===== src/verilog/pxmc_defines.vh =====
// Offsets, field positions, reset values and timing counts for the port xMII/MAC config block
`ifndef PXMC_DEFINES_VH
`define PXMC_DEFINES_VH
`define PXMC_OFF_XMII_MAC 12'h300
`define PXMC_OFF_XMII_IF 12'h301
`define PXMC_OFF_STORM 12'h400
`define PXMC_OFF_FRAME 12'h401
`define PXMC_WMASK_XMII_MAC 8'h7f
`define PXMC_WMASK_XMII_IF 8'hff
`define PXMC_WMASK_STORM 8'h0b
`define PXMC_WMASK_FRAME 8'hbf
`define PXMC_RST_XMII_MAC 8'h50
`define PXMC_RST_XMII_IF 8'h08
`define PXMC_RST_STORM 8'h00
`define PXMC_RST_FRAME 8'h00
`define PXMC_BIT_DUPLEX 6
`define PXMC_BIT_TX_PAUSE 5
`define PXMC_BIT_SPEED_100 4
`define PXMC_BIT_RX_PAUSE 3
`define PXMC_BIT_NOT_1000 6
`define PXMC_BIT_RX_DELAY 4
`define PXMC_BIT_TX_DELAY 3
`define PXMC_BIT_CLK_MODE 2
`define PXMC_TYPE_HI 1
`define PXMC_TYPE_LO 0
`define PXMC_BIT_STORM 1
`define PXMC_BIT_BACKPRESS 3
`define PXMC_BIT_PASS_ALL 0
`define PXMC_TYPE_RGMII 2'h0
`define PXMC_TYPE_RMII 2'h1
`define PXMC_STRAP_SETTLE 2'h3
`define PXMC_REF_PERIOD_NS 20
`define PXMC_MII100_PERIOD_NS 40
`define PXMC_MII10_PERIOD_NS 400
`define PXMC_MII100_HALF (`PXMC_MII100_PERIOD_NS / (2 * `PXMC_REF_PERIOD_NS))
`define PXMC_MII10_HALF (`PXMC_MII10_PERIOD_NS / (2 * `PXMC_REF_PERIOD_NS))
`define PXMC_CRC_INIT 32'hffffffff
`define PXMC_CRC_POLY 32'hedb88320
`define PXMC_CRC_RESIDUE 32'hdebb20e3
`define PXMC_BCAST_BYTE 8'hff
`define PXMC_ETYPE_FC_HI 8'h88
`define PXMC_ETYPE_FC_LO 8'h08
`define PXMC_IDX_ETYPE_HI 14'h000c
`define PXMC_IDX_ETYPE_LO 14'h000d
`define PXMC_DA_BYTES 14'h0006
`endif


===== src/verilog/pxmc_fifo.v =====
// Small receive FIFO with registered read data and valid/ready on both sides
module pxmc_fifo #(
	parameter WIDTH = 12,
	parameter DEPTH = 4,
	parameter AW = 2
) (
	input wire clk,
	input wire rst_n,
	input wire in_valid,
	output wire in_ready,
	input wire [WIDTH-1:0] in_data,
	output wire out_valid,
	input wire out_ready,
	output wire [WIDTH-1:0] out_data,
	output wire [AW:0] level
);
	localparam [31:0] DEPTH_W = DEPTH;
	localparam [31:0] ONE_W = 32'h00000001;
	localparam [AW:0] FULL = DEPTH_W[AW:0];
	reg [WIDTH-1:0] mem [0:DEPTH-1];
	reg [AW-1:0] wr_ptr_q, rd_ptr_q;
	reg [AW:0] cnt_q;
	reg out_valid_q;
	reg [WIDTH-1:0] out_data_q;
	wire push = in_valid && in_ready;
	wire pop = (cnt_q != {(AW+1){1'b0}}) && (!out_valid_q || out_ready);

	assign in_ready = cnt_q != FULL;
	assign out_valid = out_valid_q;
	assign out_data = out_data_q;
	assign level = cnt_q + {{AW{1'b0}}, out_valid_q};

	always @(posedge clk) begin
		if (push)
			mem[wr_ptr_q] <= in_data;
	end

	always @(posedge clk) begin
		if (!rst_n) begin
			wr_ptr_q <= {AW{1'b0}};
			rd_ptr_q <= {AW{1'b0}};
			cnt_q <= {(AW+1){1'b0}};
			out_valid_q <= 1'b0;
			out_data_q <= {WIDTH{1'b0}};
		end else begin
			if (push)
				wr_ptr_q <= wr_ptr_q + ONE_W[AW-1:0];
			if (pop) begin
				rd_ptr_q <= rd_ptr_q + ONE_W[AW-1:0];
				out_data_q <= mem[rd_ptr_q];
				out_valid_q <= 1'b1;
			end else if (out_ready) begin
				out_valid_q <= 1'b0;
			end
			if (push && !pop)
				cnt_q <= cnt_q + ONE_W[AW:0];
			else if (pop && !push)
				cnt_q <= cnt_q - ONE_W[AW:0];
		end
	end
endmodule


===== src/verilog/pxmc_port_xmii_mac_config.v =====
// Port xMII interface and switch MAC configuration with receive frame screening
`include "pxmc_defines.vh"

module pxmc_port_xmii_mac_config #(
	parameter PORT_NUM = 6,
	parameter [13:0] MIN_FRAME = 14'h0040,
	parameter [13:0] MAX_FRAME = 14'h05f2,
	parameter FIFO_DEPTH = 4,
	parameter FIFO_AW = 2
) (
	input wire REF_CLK,
	input wire RESET_N,
	input wire [11:0] REG_ADDR,
	input wire REG_WR,
	input wire REG_RD,
	input wire [7:0] REG_WDATA,
	output wire [7:0] REG_RDATA,
	input wire PORT6_SPEED_STRAP,
	input wire PORT7_SPEED_STRAP,
	input wire PORT6_CLOCKING_STRAP,
	input wire PORT7_CLOCKING_STRAP,
	input wire [1:0] PORT6_TYPE_STRAP,
	input wire [1:0] PORT7_TYPE_STRAP,
	input wire FLOW_CTRL_STRAP,
	input wire RXC_IN,
	output wire RXC_OUT,
	output wire RXC_OE,
	output wire TXC_OUT,
	output wire TXC_OE,
	input wire RX_DV,
	input wire RX_ER,
	input wire [7:0] RXD,
	input wire SWITCH_FC_FILTER,
	output wire FWD_VALID,
	input wire FWD_READY,
	output wire [7:0] FWD_DATA,
	output wire FWD_LAST,
	output wire FWD_DROP,
	output wire FWD_MIRROR_ONLY,
	output wire FWD_FC_DROP,
	output wire FWD_STORM_CHECK,
	output wire MODE_RGMII,
	output wire MODE_RMII,
	output wire MODE_MII,
	output wire SPEED_1000,
	output wire SPEED_100,
	output wire SPEED_10,
	output wire FULL_DUPLEX,
	output wire RX_CLK_DELAY_EN,
	output wire TX_CLK_DELAY_EN,
	output wire RMII_REFCLK_GEN,
	output wire TX_PAUSE_EN,
	output wire RX_PAUSE_EN,
	output wire PAUSE_REQ,
	output wire BACKPRESSURE_JAM
);
	localparam [31:0] HIGH_WATER_W = FIFO_DEPTH - 1;
	localparam [FIFO_AW:0] HIGH_WATER = HIGH_WATER_W[FIFO_AW:0];
	localparam [31:0] HALF_100_W = `PXMC_MII100_HALF;
	localparam [31:0] HALF_10_W = `PXMC_MII10_HALF;
	localparam [3:0] HALF_100 = HALF_100_W[3:0];
	localparam [3:0] HALF_10 = HALF_10_W[3:0];

	function [31:0] crc_byte;
		input [31:0] c;
		input [7:0] d;
		integer i;
		reg [31:0] r;
		begin
			r = c;
			for (i = 0; i < 8; i = i + 1) begin
				if (r[0] ^ d[i])
					r = (r >> 1) ^ `PXMC_CRC_POLY;
				else
					r = r >> 1;
			end
			crc_byte = r;
		end
	endfunction

	function is_mii;
		input [1:0] t;
		begin
			is_mii = t[`PXMC_TYPE_HI];
		end
	endfunction

	// Straps for this port, then two-stage synchroniser
	wire [4:0] strap_raw = (PORT_NUM == 7) ?
		{FLOW_CTRL_STRAP, PORT7_SPEED_STRAP, PORT7_CLOCKING_STRAP, PORT7_TYPE_STRAP} :
		{FLOW_CTRL_STRAP, PORT6_SPEED_STRAP, PORT6_CLOCKING_STRAP, PORT6_TYPE_STRAP};
	reg [4:0] strap_m_q, strap_s_q;
	reg [1:0] strap_cnt_q;
	reg strap_done_q;
	reg [7:0] xmii_port_mac_config_q;
	reg [7:0] xmii_port_interface_config_q;
	reg [7:0] port_mac_storm_config_q;
	reg [7:0] port_mac_frame_handling_config_q;
	reg [7:0] rdata_q;

	always @(posedge REF_CLK) begin
		strap_m_q <= strap_raw;
		strap_s_q <= strap_m_q;
	end

	always @(posedge REF_CLK) begin
		if (!RESET_N) begin
			strap_cnt_q <= 2'h0;
			strap_done_q <= 1'b0;
			xmii_port_mac_config_q <= `PXMC_RST_XMII_MAC;
			xmii_port_interface_config_q <= `PXMC_RST_XMII_IF;
			port_mac_storm_config_q <= `PXMC_RST_STORM;
			port_mac_frame_handling_config_q <= `PXMC_RST_FRAME;
		end else if (!strap_done_q) begin
			if (strap_cnt_q == `PXMC_STRAP_SETTLE) begin
				strap_done_q <= 1'b1;
				xmii_port_mac_config_q <= `PXMC_RST_XMII_MAC | {2'h0, strap_s_q[4], 1'b0, strap_s_q[4], 3'h0};
				xmii_port_interface_config_q <= `PXMC_RST_XMII_IF |
					{1'b0, strap_s_q[3], 3'h0, strap_s_q[2], strap_s_q[1:0]};
			end else begin
				strap_cnt_q <= strap_cnt_q + 2'h1;
			end
		end else if (REG_WR) begin
			case (REG_ADDR)
				`PXMC_OFF_XMII_MAC: xmii_port_mac_config_q <= REG_WDATA & `PXMC_WMASK_XMII_MAC;
				`PXMC_OFF_XMII_IF: xmii_port_interface_config_q <= REG_WDATA & `PXMC_WMASK_XMII_IF;
				`PXMC_OFF_STORM: port_mac_storm_config_q <= REG_WDATA & `PXMC_WMASK_STORM;
				`PXMC_OFF_FRAME: port_mac_frame_handling_config_q <= REG_WDATA & `PXMC_WMASK_FRAME;
				default: ;
			endcase
		end
	end

	always @(posedge REF_CLK) begin
		if (!RESET_N) begin
			rdata_q <= 8'h00;
		end else if (REG_RD) begin
			case (REG_ADDR)
				`PXMC_OFF_XMII_MAC: rdata_q <= xmii_port_mac_config_q;
				`PXMC_OFF_XMII_IF: rdata_q <= xmii_port_interface_config_q;
				`PXMC_OFF_STORM: rdata_q <= port_mac_storm_config_q;
				`PXMC_OFF_FRAME: rdata_q <= port_mac_frame_handling_config_q;
				default: rdata_q <= 8'h00;
			endcase
		end
	end
	assign REG_RDATA = rdata_q;

	// Link pins through two flip-flops
	wire [10:0] pin_raw = {RXC_IN, RX_DV, RX_ER, RXD};
	reg [10:0] pin_m_q, pin_s_q;
	always @(posedge REF_CLK) begin
		pin_m_q <= pin_raw;
		pin_s_q <= pin_m_q;
	end
	wire rx_dv = pin_s_q[9];
	wire rx_er = pin_s_q[8];
	wire [7:0] rx_d = pin_s_q[7:0];

	// Applied configuration
	reg rgmii_q, rmii_q, mii_q, sp1000_q, sp100_q, sp10_q, fdx_q;
	reg rxdly_q, txdly_q, clk_in_q, txfc_q, rxfc_q;
	reg in_frame_q, tail_q;
	wire [1:0] if_type = xmii_port_interface_config_q[`PXMC_TYPE_HI:`PXMC_TYPE_LO];
	wire not_1000 = xmii_port_interface_config_q[`PXMC_BIT_NOT_1000];
	wire speed_100 = xmii_port_mac_config_q[`PXMC_BIT_SPEED_100];
	wire cfg_idle = !in_frame_q && !rx_dv && !tail_q;

	always @(posedge REF_CLK) begin
		if (!RESET_N) begin
			rgmii_q <= 1'b1;
			rmii_q <= 1'b0;
			mii_q <= 1'b0;
			sp1000_q <= 1'b1;
			sp100_q <= 1'b0;
			sp10_q <= 1'b0;
			fdx_q <= 1'b1;
			rxdly_q <= 1'b0;
			txdly_q <= 1'b1;
			clk_in_q <= 1'b0;
			txfc_q <= 1'b0;
			rxfc_q <= 1'b0;
		end else if (cfg_idle) begin
			rgmii_q <= if_type == `PXMC_TYPE_RGMII;
			rmii_q <= if_type == `PXMC_TYPE_RMII;
			mii_q <= is_mii(if_type);
			sp1000_q <= !not_1000;
			sp100_q <= not_1000 && speed_100;
			sp10_q <= not_1000 && !speed_100;
			fdx_q <= xmii_port_mac_config_q[`PXMC_BIT_DUPLEX];
			rxdly_q <= (if_type == `PXMC_TYPE_RGMII) && xmii_port_interface_config_q[`PXMC_BIT_RX_DELAY];
			txdly_q <= (if_type == `PXMC_TYPE_RGMII) && xmii_port_interface_config_q[`PXMC_BIT_TX_DELAY];
			clk_in_q <= xmii_port_interface_config_q[`PXMC_BIT_CLK_MODE];
			txfc_q <= xmii_port_mac_config_q[`PXMC_BIT_TX_PAUSE];
			rxfc_q <= xmii_port_mac_config_q[`PXMC_BIT_RX_PAUSE];
		end
	end

	// Clock divider for MII PHY mode
	reg [3:0] div_cnt_q;
	reg div_q;
	wire [3:0] div_half = sp100_q ? HALF_100 : HALF_10;
	wire drive_mii = mii_q && !clk_in_q;
	always @(posedge REF_CLK) begin
		if (!RESET_N || !drive_mii) begin
			div_cnt_q <= 4'h1;
			div_q <= 1'b0;
		end else if (div_cnt_q >= div_half) begin
			div_cnt_q <= 4'h1;
			div_q <= !div_q;
		end else begin
			div_cnt_q <= div_cnt_q + 4'h1;
		end
	end
	assign RXC_OUT = div_q;
	assign TXC_OUT = div_q;
	assign TXC_OE = drive_mii;
	assign RXC_OE = drive_mii || (rmii_q && !clk_in_q);
	assign RMII_REFCLK_GEN = rmii_q && !clk_in_q;

	// Receive sampling edge
	reg rclk_prev_q;
	wire rclk = drive_mii ? div_q : pin_s_q[10];
	wire rx_edge = rmii_q ? 1'b1 : (rclk && !rclk_prev_q);
	always @(posedge REF_CLK) begin
		if (!RESET_N)
			rclk_prev_q <= 1'b0;
		else
			rclk_prev_q <= rclk;
	end

	// Frame screening
	reg have_q, err_q, ovf_q, bcast_q, fc_hi_q, fc_q;
	reg [7:0] pend_q;
	reg [31:0] crc_q;
	reg [13:0] cnt_q;
	reg [11:0] tail_w_q;
	wire in_ready;
	wire [FIFO_AW:0] fifo_level;
	wire data_push = rx_edge && rx_dv && in_frame_q && have_q && !tail_q;
	wire push_v = tail_q || data_push;
	wire [11:0] push_w = tail_q ? tail_w_q : {4'h0, pend_q};
	wire frame_end = rx_edge && !rx_dv && in_frame_q;
	wire bad_now = err_q || ovf_q || (crc_q != `PXMC_CRC_RESIDUE) ||
		(cnt_q < MIN_FRAME) || (cnt_q > MAX_FRAME);
	wire [31:0] crc_src = in_frame_q ? crc_q : `PXMC_CRC_INIT;

	always @(posedge REF_CLK) begin
		if (!RESET_N) begin
			in_frame_q <= 1'b0;
			have_q <= 1'b0;
			pend_q <= 8'h00;
			crc_q <= `PXMC_CRC_INIT;
			cnt_q <= 14'h0000;
			err_q <= 1'b0;
			ovf_q <= 1'b0;
			bcast_q <= 1'b0;
			fc_hi_q <= 1'b0;
			fc_q <= 1'b0;
			tail_q <= 1'b0;
			tail_w_q <= 12'h000;
		end else begin
			if (tail_q && in_ready)
				tail_q <= 1'b0;
			if (frame_end) begin
				in_frame_q <= 1'b0;
				have_q <= 1'b0;
				tail_q <= 1'b1;
				tail_w_q <= {fc_q, bcast_q, bad_now, 1'b1, pend_q};
			end else if (rx_edge && rx_dv) begin
				in_frame_q <= 1'b1;
				have_q <= 1'b1;
				pend_q <= rx_d;
				crc_q <= crc_byte(crc_src, rx_d);
				if (cnt_q != 14'h3fff || !in_frame_q)
					cnt_q <= in_frame_q ? cnt_q + 14'h0001 : 14'h0001;
				err_q <= (in_frame_q && err_q) || rx_er;
				if (!in_frame_q)
					bcast_q <= rx_d == `PXMC_BCAST_BYTE;
				else if (cnt_q < `PXMC_DA_BYTES)
					bcast_q <= bcast_q && (rx_d == `PXMC_BCAST_BYTE);
				if (!in_frame_q)
					fc_q <= 1'b0;
				if (in_frame_q && cnt_q == `PXMC_IDX_ETYPE_HI)
					fc_hi_q <= rx_d == `PXMC_ETYPE_FC_HI;
				if (in_frame_q && cnt_q == `PXMC_IDX_ETYPE_LO)
					fc_q <= fc_hi_q && (rx_d == `PXMC_ETYPE_FC_LO);
				// Overflow or a stalled tail loses bytes: frame marked bad
				if (!in_frame_q)
					ovf_q <= 1'b0;
				else if (have_q && (tail_q || !in_ready))
					ovf_q <= 1'b1;
			end
		end
	end

	wire [11:0] fwd_w;
	pxmc_fifo #(
		.WIDTH(12),
		.DEPTH(FIFO_DEPTH),
		.AW(FIFO_AW)
	) u_fifo (
		.clk(REF_CLK),
		.rst_n(RESET_N),
		.in_valid(push_v),
		.in_ready(in_ready),
		.in_data(push_w),
		.out_valid(FWD_VALID),
		.out_ready(FWD_READY),
		.out_data(fwd_w),
		.level(fifo_level)
	);

	wire pass_all = port_mac_frame_handling_config_q[`PXMC_BIT_PASS_ALL];
	wire bp_en = port_mac_frame_handling_config_q[`PXMC_BIT_BACKPRESS];
	wire storm_en = port_mac_storm_config_q[`PXMC_BIT_STORM];
	wire high_water = fifo_level >= HIGH_WATER;

	assign FWD_DATA = fwd_w[7:0];
	assign FWD_LAST = fwd_w[8];
	assign FWD_DROP = fwd_w[8] && fwd_w[9] && !pass_all;
	assign FWD_MIRROR_ONLY = fwd_w[8] && fwd_w[9] && pass_all;
	assign FWD_FC_DROP = fwd_w[8] && fwd_w[11] && SWITCH_FC_FILTER;
	assign FWD_STORM_CHECK = fwd_w[8] && fwd_w[10] && storm_en;
	assign BACKPRESSURE_JAM = bp_en && !fdx_q && high_water;
	assign PAUSE_REQ = fdx_q && txfc_q && high_water;
	assign TX_PAUSE_EN = fdx_q && txfc_q;
	assign RX_PAUSE_EN = fdx_q && rxfc_q;

	assign MODE_RGMII = rgmii_q;
	assign MODE_RMII = rmii_q;
	assign MODE_MII = mii_q;
	assign SPEED_1000 = sp1000_q;
	assign SPEED_100 = sp100_q;
	assign SPEED_10 = sp10_q;
	assign FULL_DUPLEX = fdx_q;
	assign RX_CLK_DELAY_EN = rxdly_q;
	assign TX_CLK_DELAY_EN = txdly_q;
endmodule


===== config.mk =====
export PLATFORM = sky130hd
export DESIGN_NAME = pxmc_port_xmii_mac_config
export DESIGN_NICKNAME = d
export VERILOG_FILES = /design/src/verilog/pxmc_fifo.v /design/src/verilog/pxmc_port_xmii_mac_config.v
export VERILOG_INCLUDE_DIRS = /design/src /design/src/verilog
export SDC_FILE = /design/constraint.sdc
export NUM_CORES = 1
export LEC_CHECK = 0
export ABC_AREA = 1
export BUFFER_PORTS_ARGS = -buffer_cell sky130_fd_sc_hd__buf_4
export CAP_MARGIN = 20
export CORE_ASPECT_RATIO = 1.5
export CORE_MARGIN = 2
export CORE_UTILIZATION = 55
export CTS_BUF_LIST = sky130_fd_sc_hd__clkbuf_4 sky130_fd_sc_hd__clkbuf_8
export DETAILED_ROUTE_END_ITERATION = 8
export GPL_ROUTABILITY_DRIVEN = 0
export PLACE_DENSITY = 0.82
export SLEW_MARGIN = 20
export SYNTH_ARGS = -nofsm -noshare
export SYNTH_HDL_FRONTEND = slang
export SYNTH_HIERARCHICAL = 1
export SYNTH_SLANG_ARGS = --single-unit

===== constraint.sdc =====
create_clock -name REF_CLK -period 3.7 [get_ports REF_CLK]
set_input_delay 0.74 -clock REF_CLK [delete_from_list [all_inputs] [get_ports REF_CLK]]
set_output_delay 0.74 -clock REF_CLK [all_outputs]
set_load 0.005 [all_outputs]

==> run metrics, run 1 <==
TritonCTS clock tree built; top post-synthesis cells by count nand2_1, dfxtp_1, inv_1, nor2_1, a21oi_1; slowest stage delay, CP 0.37 ns; Final ANT Viol Nets 0; Worst Path Max Fanout 26; Seq/Total Area, Yosys 0.480; R2R depth 19; top-count cell post-synth nand2_1; post_cts resized 0; mux cell area share after synthesis 0.000955; Post-Synth Adder-Cell Area 0.0198; Worst Skew 0.0273 ns; Crit path arrival time 3.29 ns; final hold vios 0; Hold-fix buffers, CTS 0; GRT Total Usage 0.235; RSZ-0062 raised after global routing no; HP Start RXD[7]; starting density of the core 0.563; Distinct cells, synth 47; synthesized area around 10000 sq um; Tmin final 2.88 ns; clk buf depth 3; post-synthesis simple-gate area fraction 0.262; Final nets 1501; CP Cell Sequence inv_2 > nand2_1 > nand2_1 > o21ai_1 > o21ai_1 > nand2_1 > buf_4 > o21ai_0 > nand2_2 > inv_1 > ha_1 > inv_1 > fa_1 > inv_1 > nand2_1 > nand3_1 > nand2_1 > nand2_1 > nor2_1; number of diodes 0; Layout Cells excl Fill 1718; VDD IR max 0.285 mV; Relative slew margins 0.321; largest family of logic cells by synthesized area simple AND/OR/NAND/NOR gates; initial antenna violation count 0; min-delay worst type input pin to register; vias per cell 5.21; Gate Count Post-Synth approximately 1.4k; placed cells 1654; dominant cell type by area after synthesis dfxtp_1; final setup violation count 0; Min-Delay Path Depth 1; DR pass1 iterations 5; setup TNS 0 ns; DR iter-0 viols 632; worst r2r src clk_in_q; grt ovf 0; post-CTS setup buffers 0; Period Utilization, post-route 0.777; fmax 0.348 GHz; CP Capture Type register; via count 8945; Slowest-stage cell, CP fa_1; area fraction in compound gates after synthesis 0.105; Worst Setup Start Kind register; P_leak ~5.4 nW; EDFF count, synth 48; Reg2Reg Setup Slack 0.82 ns; met1 WL 9030 microns; die width 117 microns; CTS H-Tree Depth 2; average wire per standard cell 13.7 microns; outcome finished, final reports clean; Place WS 0.864 ns; area of the core 18600 sq um; Post-synth ARST share 0; total CTS buffers 35; WHS Endpoint pin_m_q[7]; worst setup margin roughly 0.82 ns; FP Rows 61; die height 173 microns; max_cap viols 0; post-route total power 6.60 mW; synth warn 6; Required @ worst endpoint 4.11 ns; Worst Tran Pin Value 1.02 ns; largest net degree at the start of global routing 75; main flop type after synthesis dfxtp_1; clk slew on worst S/H paths 0.07 ns; met2 routed WL 12500 microns; DRT Wirelength about 24000 microns; crit path kind register to register; first-pass GRT wire length ~40000 microns; Synth Area in XOR/XNOR 0.0373; Detail Placement HPWL between 15000 and 20000 microns; layout cells sized above 1 0.140; I/O Buffers 81; Top Layer Used met4; metal3 WL 1040 microns; vias in the first global route 8694; largest cells by area after synthesis dfxtp_1, edfxtp_1, nand2_1; die area between 20000 and 25000 sq um; CP most frequent cell nand2_1; area grow syn2layout 14.0%; Clock Latency Late Sink 0.52 ns; post-synth top area share 0.342; Cell Pwr Density 552 nW/um^2; worst reg2reg path endpoint u_fifo/cnt_q[2]; hold_ws 0.318 ns; DRC viols 0; Ports 86; synthesis-stage register bit count 227; Max Slew Vio Count 0; Syn Area/Cell 7.70 sq um; Mapped Nets between 1k and 1.5k; root buf cell clkbuf_8; Num Clock Sinks 227
-- layout by cell type, fill, tap and decap left out, types with 4 or more instances in the layout --
master and instances:
nor3_1 17, xnor2_1 7, xor2_1 32, a21oi_2 5, clkbuf_4 6, o211ai_1 10, o21ai_0 79, inv_1 177
nand2_4 5, nor2_1 119, nor4_1 4, nand2_2 13, ha_1 15, clkinv_2 8, inv_2 10, dfxtp_1 179
buf_4 91, nand3_1 91, edfxtp_1 48, o21ai_1 5, nand2_1 349, clkbuf_8 44, a21oi_1 95, nand4_1 15
-- where the power goes --
part           total, mW  internal (mW)  leakage (nW)  switching (mW)
Combinational       1.40          0.527          3.13           0.869
Clock               2.21           1.22         0.404           0.983
Sequential          3.00           2.76          1.91           0.234
-- registers in the layout (all words and copies together) (netlist names), 11 cells and up --
name / cells
pin_m_q: 11
cnt_q: 14
u_fifo/mem: 48
pin_s_q: 11
u_fifo/out_data: 12
crc_q: 32
tail_w_q: 12
-- routing by layer --
layer	vias to the layer above	global-route usage
li1	4490	-
met1	4108	0.256
met2	266	0.431
met3	81	0.0322
met4	0	0.120
met5	-	0
-- worst max-delay path by stage --
| stage | endpoint | start | cells past startpoint |
|---|---|---|---|
| global route | u_fifo/cnt_q[2] | clk_in_q | 19 |
| floorplan | u_fifo/cnt_q[2] | MODE_MII | 18 |
| global placement | u_fifo/cnt_q[2] | clk_in_q | 19 |
| CTS | u_fifo/cnt_q[2] | clk_in_q | 19 |
| detailed placement | u_fifo/cnt_q[2] | clk_in_q | 19 |
| finish | u_fifo/cnt_q[2] | clk_in_q | 19 |
-- critical path, delay by kind of cell (launching register included) --
family	cells	cell delay (ns)
compound gates	3	0.59
buf+inv	5	0.58
flops	1	0.33
simple gates	9	0.70
fa+ha+maj	2	0.55
-- area by class of cell --
type                       instances  area (sq um)
fill                            1576          6670
sequential                       227          5020
tap                              252           315
clock inverter                    14           109
multi-input combinational        894          4450
inverter                         190           719
timing repair buffer              91           683
clock buffer                      50           651
-- stage by stage --
step,cell area [sq um],utilization
finish,12000,0.642
global route,12000,0.642
CTS,11900,0.642
detailed placement,11200,0.601
global placement,11200,0.601
floorplan,10500,-
-- kinds of logic (layout without fill, tap and decap cells) --
group	Yosys count	in the layout
xor+xnor	42	42
compound gates	205	205
simple gates	630	630
fa+ha+maj	16	16
flops	227	227
mux	1	1
buf+inv	239	345
Power figures use the tool's default switching activity.
==> run 2, diff against run 1 <==
- ABC_AREA: 1 -> 0
- clock period: 3.7 -> 2.7 ns (I/O delays scaled with it)
==> run 2 against run 1 <==
Effect of this change: global-route usage decreased by 0.46 points; sequential share of layout area increased by 1.3 points; non-clock buffer count increased by 22; largest power group unchanged.
==> run metrics, run 2 <==
Mapped Nets 1075; Min-Delay Path Depth 1; final hold vios 0; fmax 0.394 GHz; Design Area, Final ~12000 sq um; area grow syn2layout 15.8%; WHS Endpoint pin_m_q[9]; I/O Buffers 81; Worst Setup Start Kind register; dominant cell type by area after synthesis dfxtp_1; Slowest-stage cell, CP fa_2; mux cell area share after synthesis 0.0554; vias in the first global route 7700; initial antenna violation count 0; min-delay worst type input pin to register; outcome finished, final reports clean; switching share of power 0.276; Relative slew margins 0.464; CP Buf/Inv Count 2; Tmin final 2.54 ns; CTS H-Tree Depth 2; largest family of logic cells by synthesized area simple AND/OR/NAND/NOR gates; Crit path arrival time between 2 and 3 ns; post_cts resized 0; area fraction in compound gates after synthesis 0.119; internal power 6.03 mW; Worst Skew 0.0165 ns; most common cell after layout, fill and taps aside dfxtp_1; Syn Area/Cell 9.88 sq um; starting density of the core 0.560; main flop type after synthesis dfxtp_1; layout filler cell count approximately 1.4k; number of diodes 0; RSZ-0062 raised after global routing no; dpl cell area around 11000 sq um; Largest regs u_fifo/mem: 48 flops, crc_q: 32 flops, cnt_q: 14 flops; die height approximately 170 microns; R2R depth 13; Detail Placement HPWL 15400 microns; largest net degree at the start of global routing 45; worst r2r src MODE_MII; first-pass GRT wire length 36500 microns; GRT Total Usage 0.231; via count 7575; crit path kind register to register; synth warn 6; average wire per standard cell 16.3 microns; Gate Count Post-Synth 1013; Cell Pwr Density just over 700 nW/um^2; vias per cell 5.64; Max Slew Vio Count 0; worst reg2reg path endpoint u_fifo/cnt_q[2]; Critical path origin MODE_MII; largest cells by area after synthesis dfxtp_1, edfxtp_1, xnor2_1; switching pwr ~2.3 mW; post-CTS setup buffers 0; slowest stage delay, CP 0.33 ns; DRC viols 0; clk slew on worst S/H paths 0.06 ns; Worst Tran Pin Value 0.802 ns; CP Capture Type register; top-count cell post-synth dfxtp_1; area of the core between 15000 and 20000 sq um; clk buf depth 3; TritonCTS clock tree built; FP Rows 60; EDFF count, synth 48; Post-Synth Adder-Cell Area 0.0207; DR iter-0 viols 483; final setup violation count 0; grt ovf 0; HP Start RX_DV; total CTS buffers 35; Ports between 80 and 90; DR pass1 iterations 5; DRT Wirelength 21800 microns; Worst Path Max Fanout 4; top post-synthesis cells by count dfxtp_1, nand2_1, a21oi_1, nor2_1, xnor2_1; Required @ worst endpoint 3.14 ns; Final ANT Viol Nets 0; post-route total power between 8 and 9 mW; Top Family by Delay on Critical Path simple AND/OR/NAND/NOR gates; Hold-fix buffers, CTS 0; Post-synth ARST share 0; hold_ws 0.133 ns; Flop pwr share 0.480; max_cap viols 0; Logic pwr share 0.187; Clk pwr share 0.333; Clock Latency Late Sink 0.51 ns; root buf cell clkbuf_8; Top reg by flops u_fifo/mem; Seq/Total Area, Yosys 0.502; Final nets 1164; Synth Area in XOR/XNOR 0.0831; Num Clock Sinks approximately 230; setup TNS 0 ns; synthesis-stage register bit count between 200 and 250; most frequent cells in the layout dfxtp_1, nand2_1, buf_4, a21oi_1, xnor2_1; Largest register FFs 48; die width 114 microns; CP Cell Sequence nor2b_4 > mux2i_2 > o21ba_4 > nor2_4 > a21o_1 > inv_1 > nor2_2 > ha_2 > inv_1 > fa_2 > xor2_1 > or3_1 > a21oi_1; CP most frequent cell inv_1; post-synth top area share 0.358; Distinct cells, synth 66; Reg2Reg Setup Slack 0.16 ns; VDD IR max 0.456 mV; post-synthesis simple-gate area fraction 0.186; die area 19300 sq um; P_leak 4.37 nW; Period Utilization, post-route 0.939; synthesized area 10000 sq um; layout cells sized above 1 0.190
==> run 2: kinds of logic after synthesis <==
logic type      count (synthesis)
simple gates                  376
mux                            37
compound gates                187
flops                         227
xor+xnor                       91
fa+ha+maj                      16
buf+inv                        79
==> run 2: through the flow <==
| stage | utilization | setup slack [ns] | instances |
|---|---|---|---|
| CTS | 0.648 | 0.0339 | 1342 |
| global route | 0.649 | 0.0124 | 1342 |
| finish | 0.649 | 0.163 | 1342 |
| detailed placement | 0.610 | 0.110 | 1282 |
| floorplan | - | -0.0577 | 1013 |
| global placement | 0.610 | 0.188 | 1282 |
==> run 2: worst max path at each step <==
| stage | depth (start not counted) | slack (ns) | to |
|---|---|---|---|
| 4_1_cts | 13 | 0.03 | u_fifo/cnt_q[2] |
| 5_1_grt | 13 | 0.01 | u_fifo/cnt_q[2] |
| 2_1_floorplan | 15 | -0.06 | u_fifo/cnt_q[2] |
| 3_5_place_dp | 13 | 0.11 | u_fifo/cnt_q[2] |
| 6_report | 13 | 0.16 | u_fifo/cnt_q[2] |
| 3_3_place_gp | 13 | 0.19 | u_fifo/cnt_q[2] |
==> run 2: routing by layer <==
layer	part of all wire	vias up	global-route usage
met5	0	-	0
met3	0.036	55	0.0354
met4	0.029	0	0.0970
li1	-	3753	-
met2	0.54	168	0.428
met1	0.40	3599	0.260
==> run 2: power groups by stage <==
stage | clock, mW | sequential (mW) | combinational [mW]
after global routing | 2.98 | 4.04 | 1.72
after global placement | 0 | 4.06 | 1.49
final | 2.78 | 4.00 | 1.55
after floorplan | 0 | 3.95 | 1.20
after detailed placement | 0 | 4.07 | 1.55
after CTS | 2.85 | 4.00 | 1.56
==> run 2: area by class of cell <==
cell class,count,area (sq um),share of cell area
Timing Repair Buffer,113,861,0.0743
Clock buffer,51,639,0.0551
Sequential cell,227,5030,0.434
Inverter,18,67.6,0.00583
Tap cell,217,272,0.0234
Multi-Input combinational cell,707,4680,0.404
Clock inverter,9,48.8,0.00421
==> run 3, diff against run 2 <==
- CELL_PAD_IN_SITES_DETAIL_PLACEMENT: default -> 2
- CELL_PAD_IN_SITES_GLOBAL_PLACEMENT: default -> 2
- CORE_UTILIZATION: 55 -> 40
- PLACE_DENSITY: 0.82 -> 0.9
==> run 3 against run 2 <==
Effect of this change: worst hold slack worse by 0.037 ns; setup slack worse by 0.14 ns; global-route usage up 5.2 points; clock power up 23%; wire length up 69%; critical endpoint unchanged; highest routed layer unchanged.
==> run metrics, run 3 (synthesis gave the netlist of run 2 again) <==
outcome finished, final reports clean; Largest regs u_fifo/mem: 48 flops, crc_q: 32 flops, cnt_q: 14 flops; root buf cell clkbuf_8; crit path kind register to register; final hold vios 0; VDD IR max between 0.4 and 0.5 mV; most frequent cells in the layout dfxtp_1, nand2_1, buf_4, a21oi_1, xnor2_1; Period Utilization, post-route 0.991; average wire per standard cell 25.3 microns; first-pass GRT wire length 57400 microns; largest net degree at the start of global routing 43; slowest stage delay, CP 0.35 ns; DRT Wirelength about 37000 microns; area grow syn2layout 19.3%; min-delay worst type input pin to register; die width 133 microns; Required @ worst endpoint 3.19 ns; FP Rows 70; layout cells sized above 1 0.205; Worst Setup Start Kind register; Max Slew Vio Count 0; Num Clock Sinks 227; TritonCTS clock tree built; I/O Buffers slightly above 80; P_leak ~4.5 nW; vias in the first global route 9698; max_cap viols 0; vias per cell 5.80; Worst Skew around 0.04 ns; Top Family by Delay on Critical Path simple AND/OR/NAND/NOR gates; number of diodes 0; Worst Path Max Fanout 3; final setup violation count 0; fmax 0.374 GHz; die area 26300 sq um; Worst Tran Pin Value 0.919 ns; clk slew on worst S/H paths 0.06 ns; area of the core ~25000 sq um; Largest register FFs 48; grt ovf 0; die height 198 microns; DR pass1 iterations 5; CTS H-Tree Depth 2; starting density of the core 0.408; Relative slew margins 0.387; initial antenna violation count 0; DR iter-0 viols between 400 and 500; Cell Pwr Density 774 nW/um^2; Clock Latency Late Sink 0.57 ns; Final ANT Viol Nets 0; dpl cell area 11100 sq um; Crit path arrival time 3.17 ns; via count 8484; most common cell after layout, fill and taps aside dfxtp_1; Final nets 1174; Ports 86; Detail Placement HPWL approximately 23000 microns; clk buf depth 3; Design Area, Final 11900 sq um; total CTS buffers 37; Slowest-stage cell, CP fa_2; Tmin final 2.68 ns; Place WS -0.0973 ns; GRT Total Usage 0.282; DRC viols 0; RSZ-0062 raised after global routing yes; worst setup margin 0.0246 ns; CP Capture Type register; Top reg by flops u_fifo/mem; CP Buf/Inv Count 2; CP Cell Sequence nor2b_4 > mux2i_4 > o21ba_4 > nor2_4 > a21o_1 > inv_2 > nor2_2 > ha_2 > inv_1 > fa_2 > xor2_1 > or3_1 > a21oi_2
==> run 3: changes by cell type in the layout (fill, tap and decap cells not counted), moves of 2 or more <==
cell       delta
clkbuf_8      +3
clkbuf_4      +2
clkinv_1      -2
buf_4         +8
bufinv_16     +3
==> run 3: report_power, final <==
group / internal (mW) / switching [mW]
Sequential: 3.72 / 0.346
Combinational: 0.805 / 0.948
Clock: 1.94 / 1.48
==> run 3: per-stage QoR <==
stage | setup TNS, ns | power [mW] | cells | utilization | hold WS, ns
2_1_floorplan | -0.0577 | 5.15 | 1013 | - | 0.310
3_3_place_gp | 0 | 5.62 | 1395 | 0.451 | 0.311
3_5_place_dp | -0.109 | 5.79 | 1395 | 0.451 | 0.315
4_1_cts | 0 | 9.31 | 1462 | 0.486 | 0.0720
5_1_grt | -0.0808 | 9.62 | 1463 | 0.487 | 0.0760
6_report | 0 | 9.25 | 1463 | 0.487 | 0.0962
==> run 3: worst paths after layout <==
path,from,end,slack (ns),cells after the start
hold / removal,RXD[6],pin_m_q[6],0.1,1
hold reg to reg,strap_m_q[3],strap_s_q[3],0.31,0
setup / recovery,MODE_MII,u_fifo/cnt_q[2],0.02,13
setup reg to reg,MODE_MII,u_fifo/cnt_q[2],0.02,13
==> run 3: area by class of cell <==
class,count,area (sq um)
fill,2494,12600
sequential,227,5030
multi-input combinational,707,4690
timing repair buffer,121,921
clock buffer,56,696
tap,324,405
clock inverter,10,131
inverter,18,67.6
==> run 3: per-layer routing <==
layer / up-vias / part of all wire / routed length [microns] / global-route usage
met3: 134 / 0.038 / 1400 / 0.0469
met5: - / 0 / 0 / 0
met2: 247 / 0.54 / 19900 / 0.531
met4: 0 / 0.055 / 2030 / 0.156
met1: 4329 / 0.37 / 13700 / 0.297
li1: 3774 / - / - / -
==> run 3: repair_timing <==
action / CTS / global route
hold buffers: 0 / 0
setup buffers: 1 / 1
hold endpoints to repair: 0 / 0
resized for setup: 5 / 4
pin swaps: 1 / 0
endpoints found under the setup margin: 2 / 3
==> run 3: worst reg2reg max path, cell delays in order (launching register included) <==
cell	delay, ns
dfxtp_2	0.33
nor2b_4	0.14
mux2i_4	0.20
o21ba_4	0.24
nor2_4	0.12
a21o_1	0.17
inv_2	0.07
nor2_2	0.10
ha_2	0.20
inv_1	0.07
fa_2	0.35
xor2_1	0.17
or3_1	0.34
a21oi_2	0.12
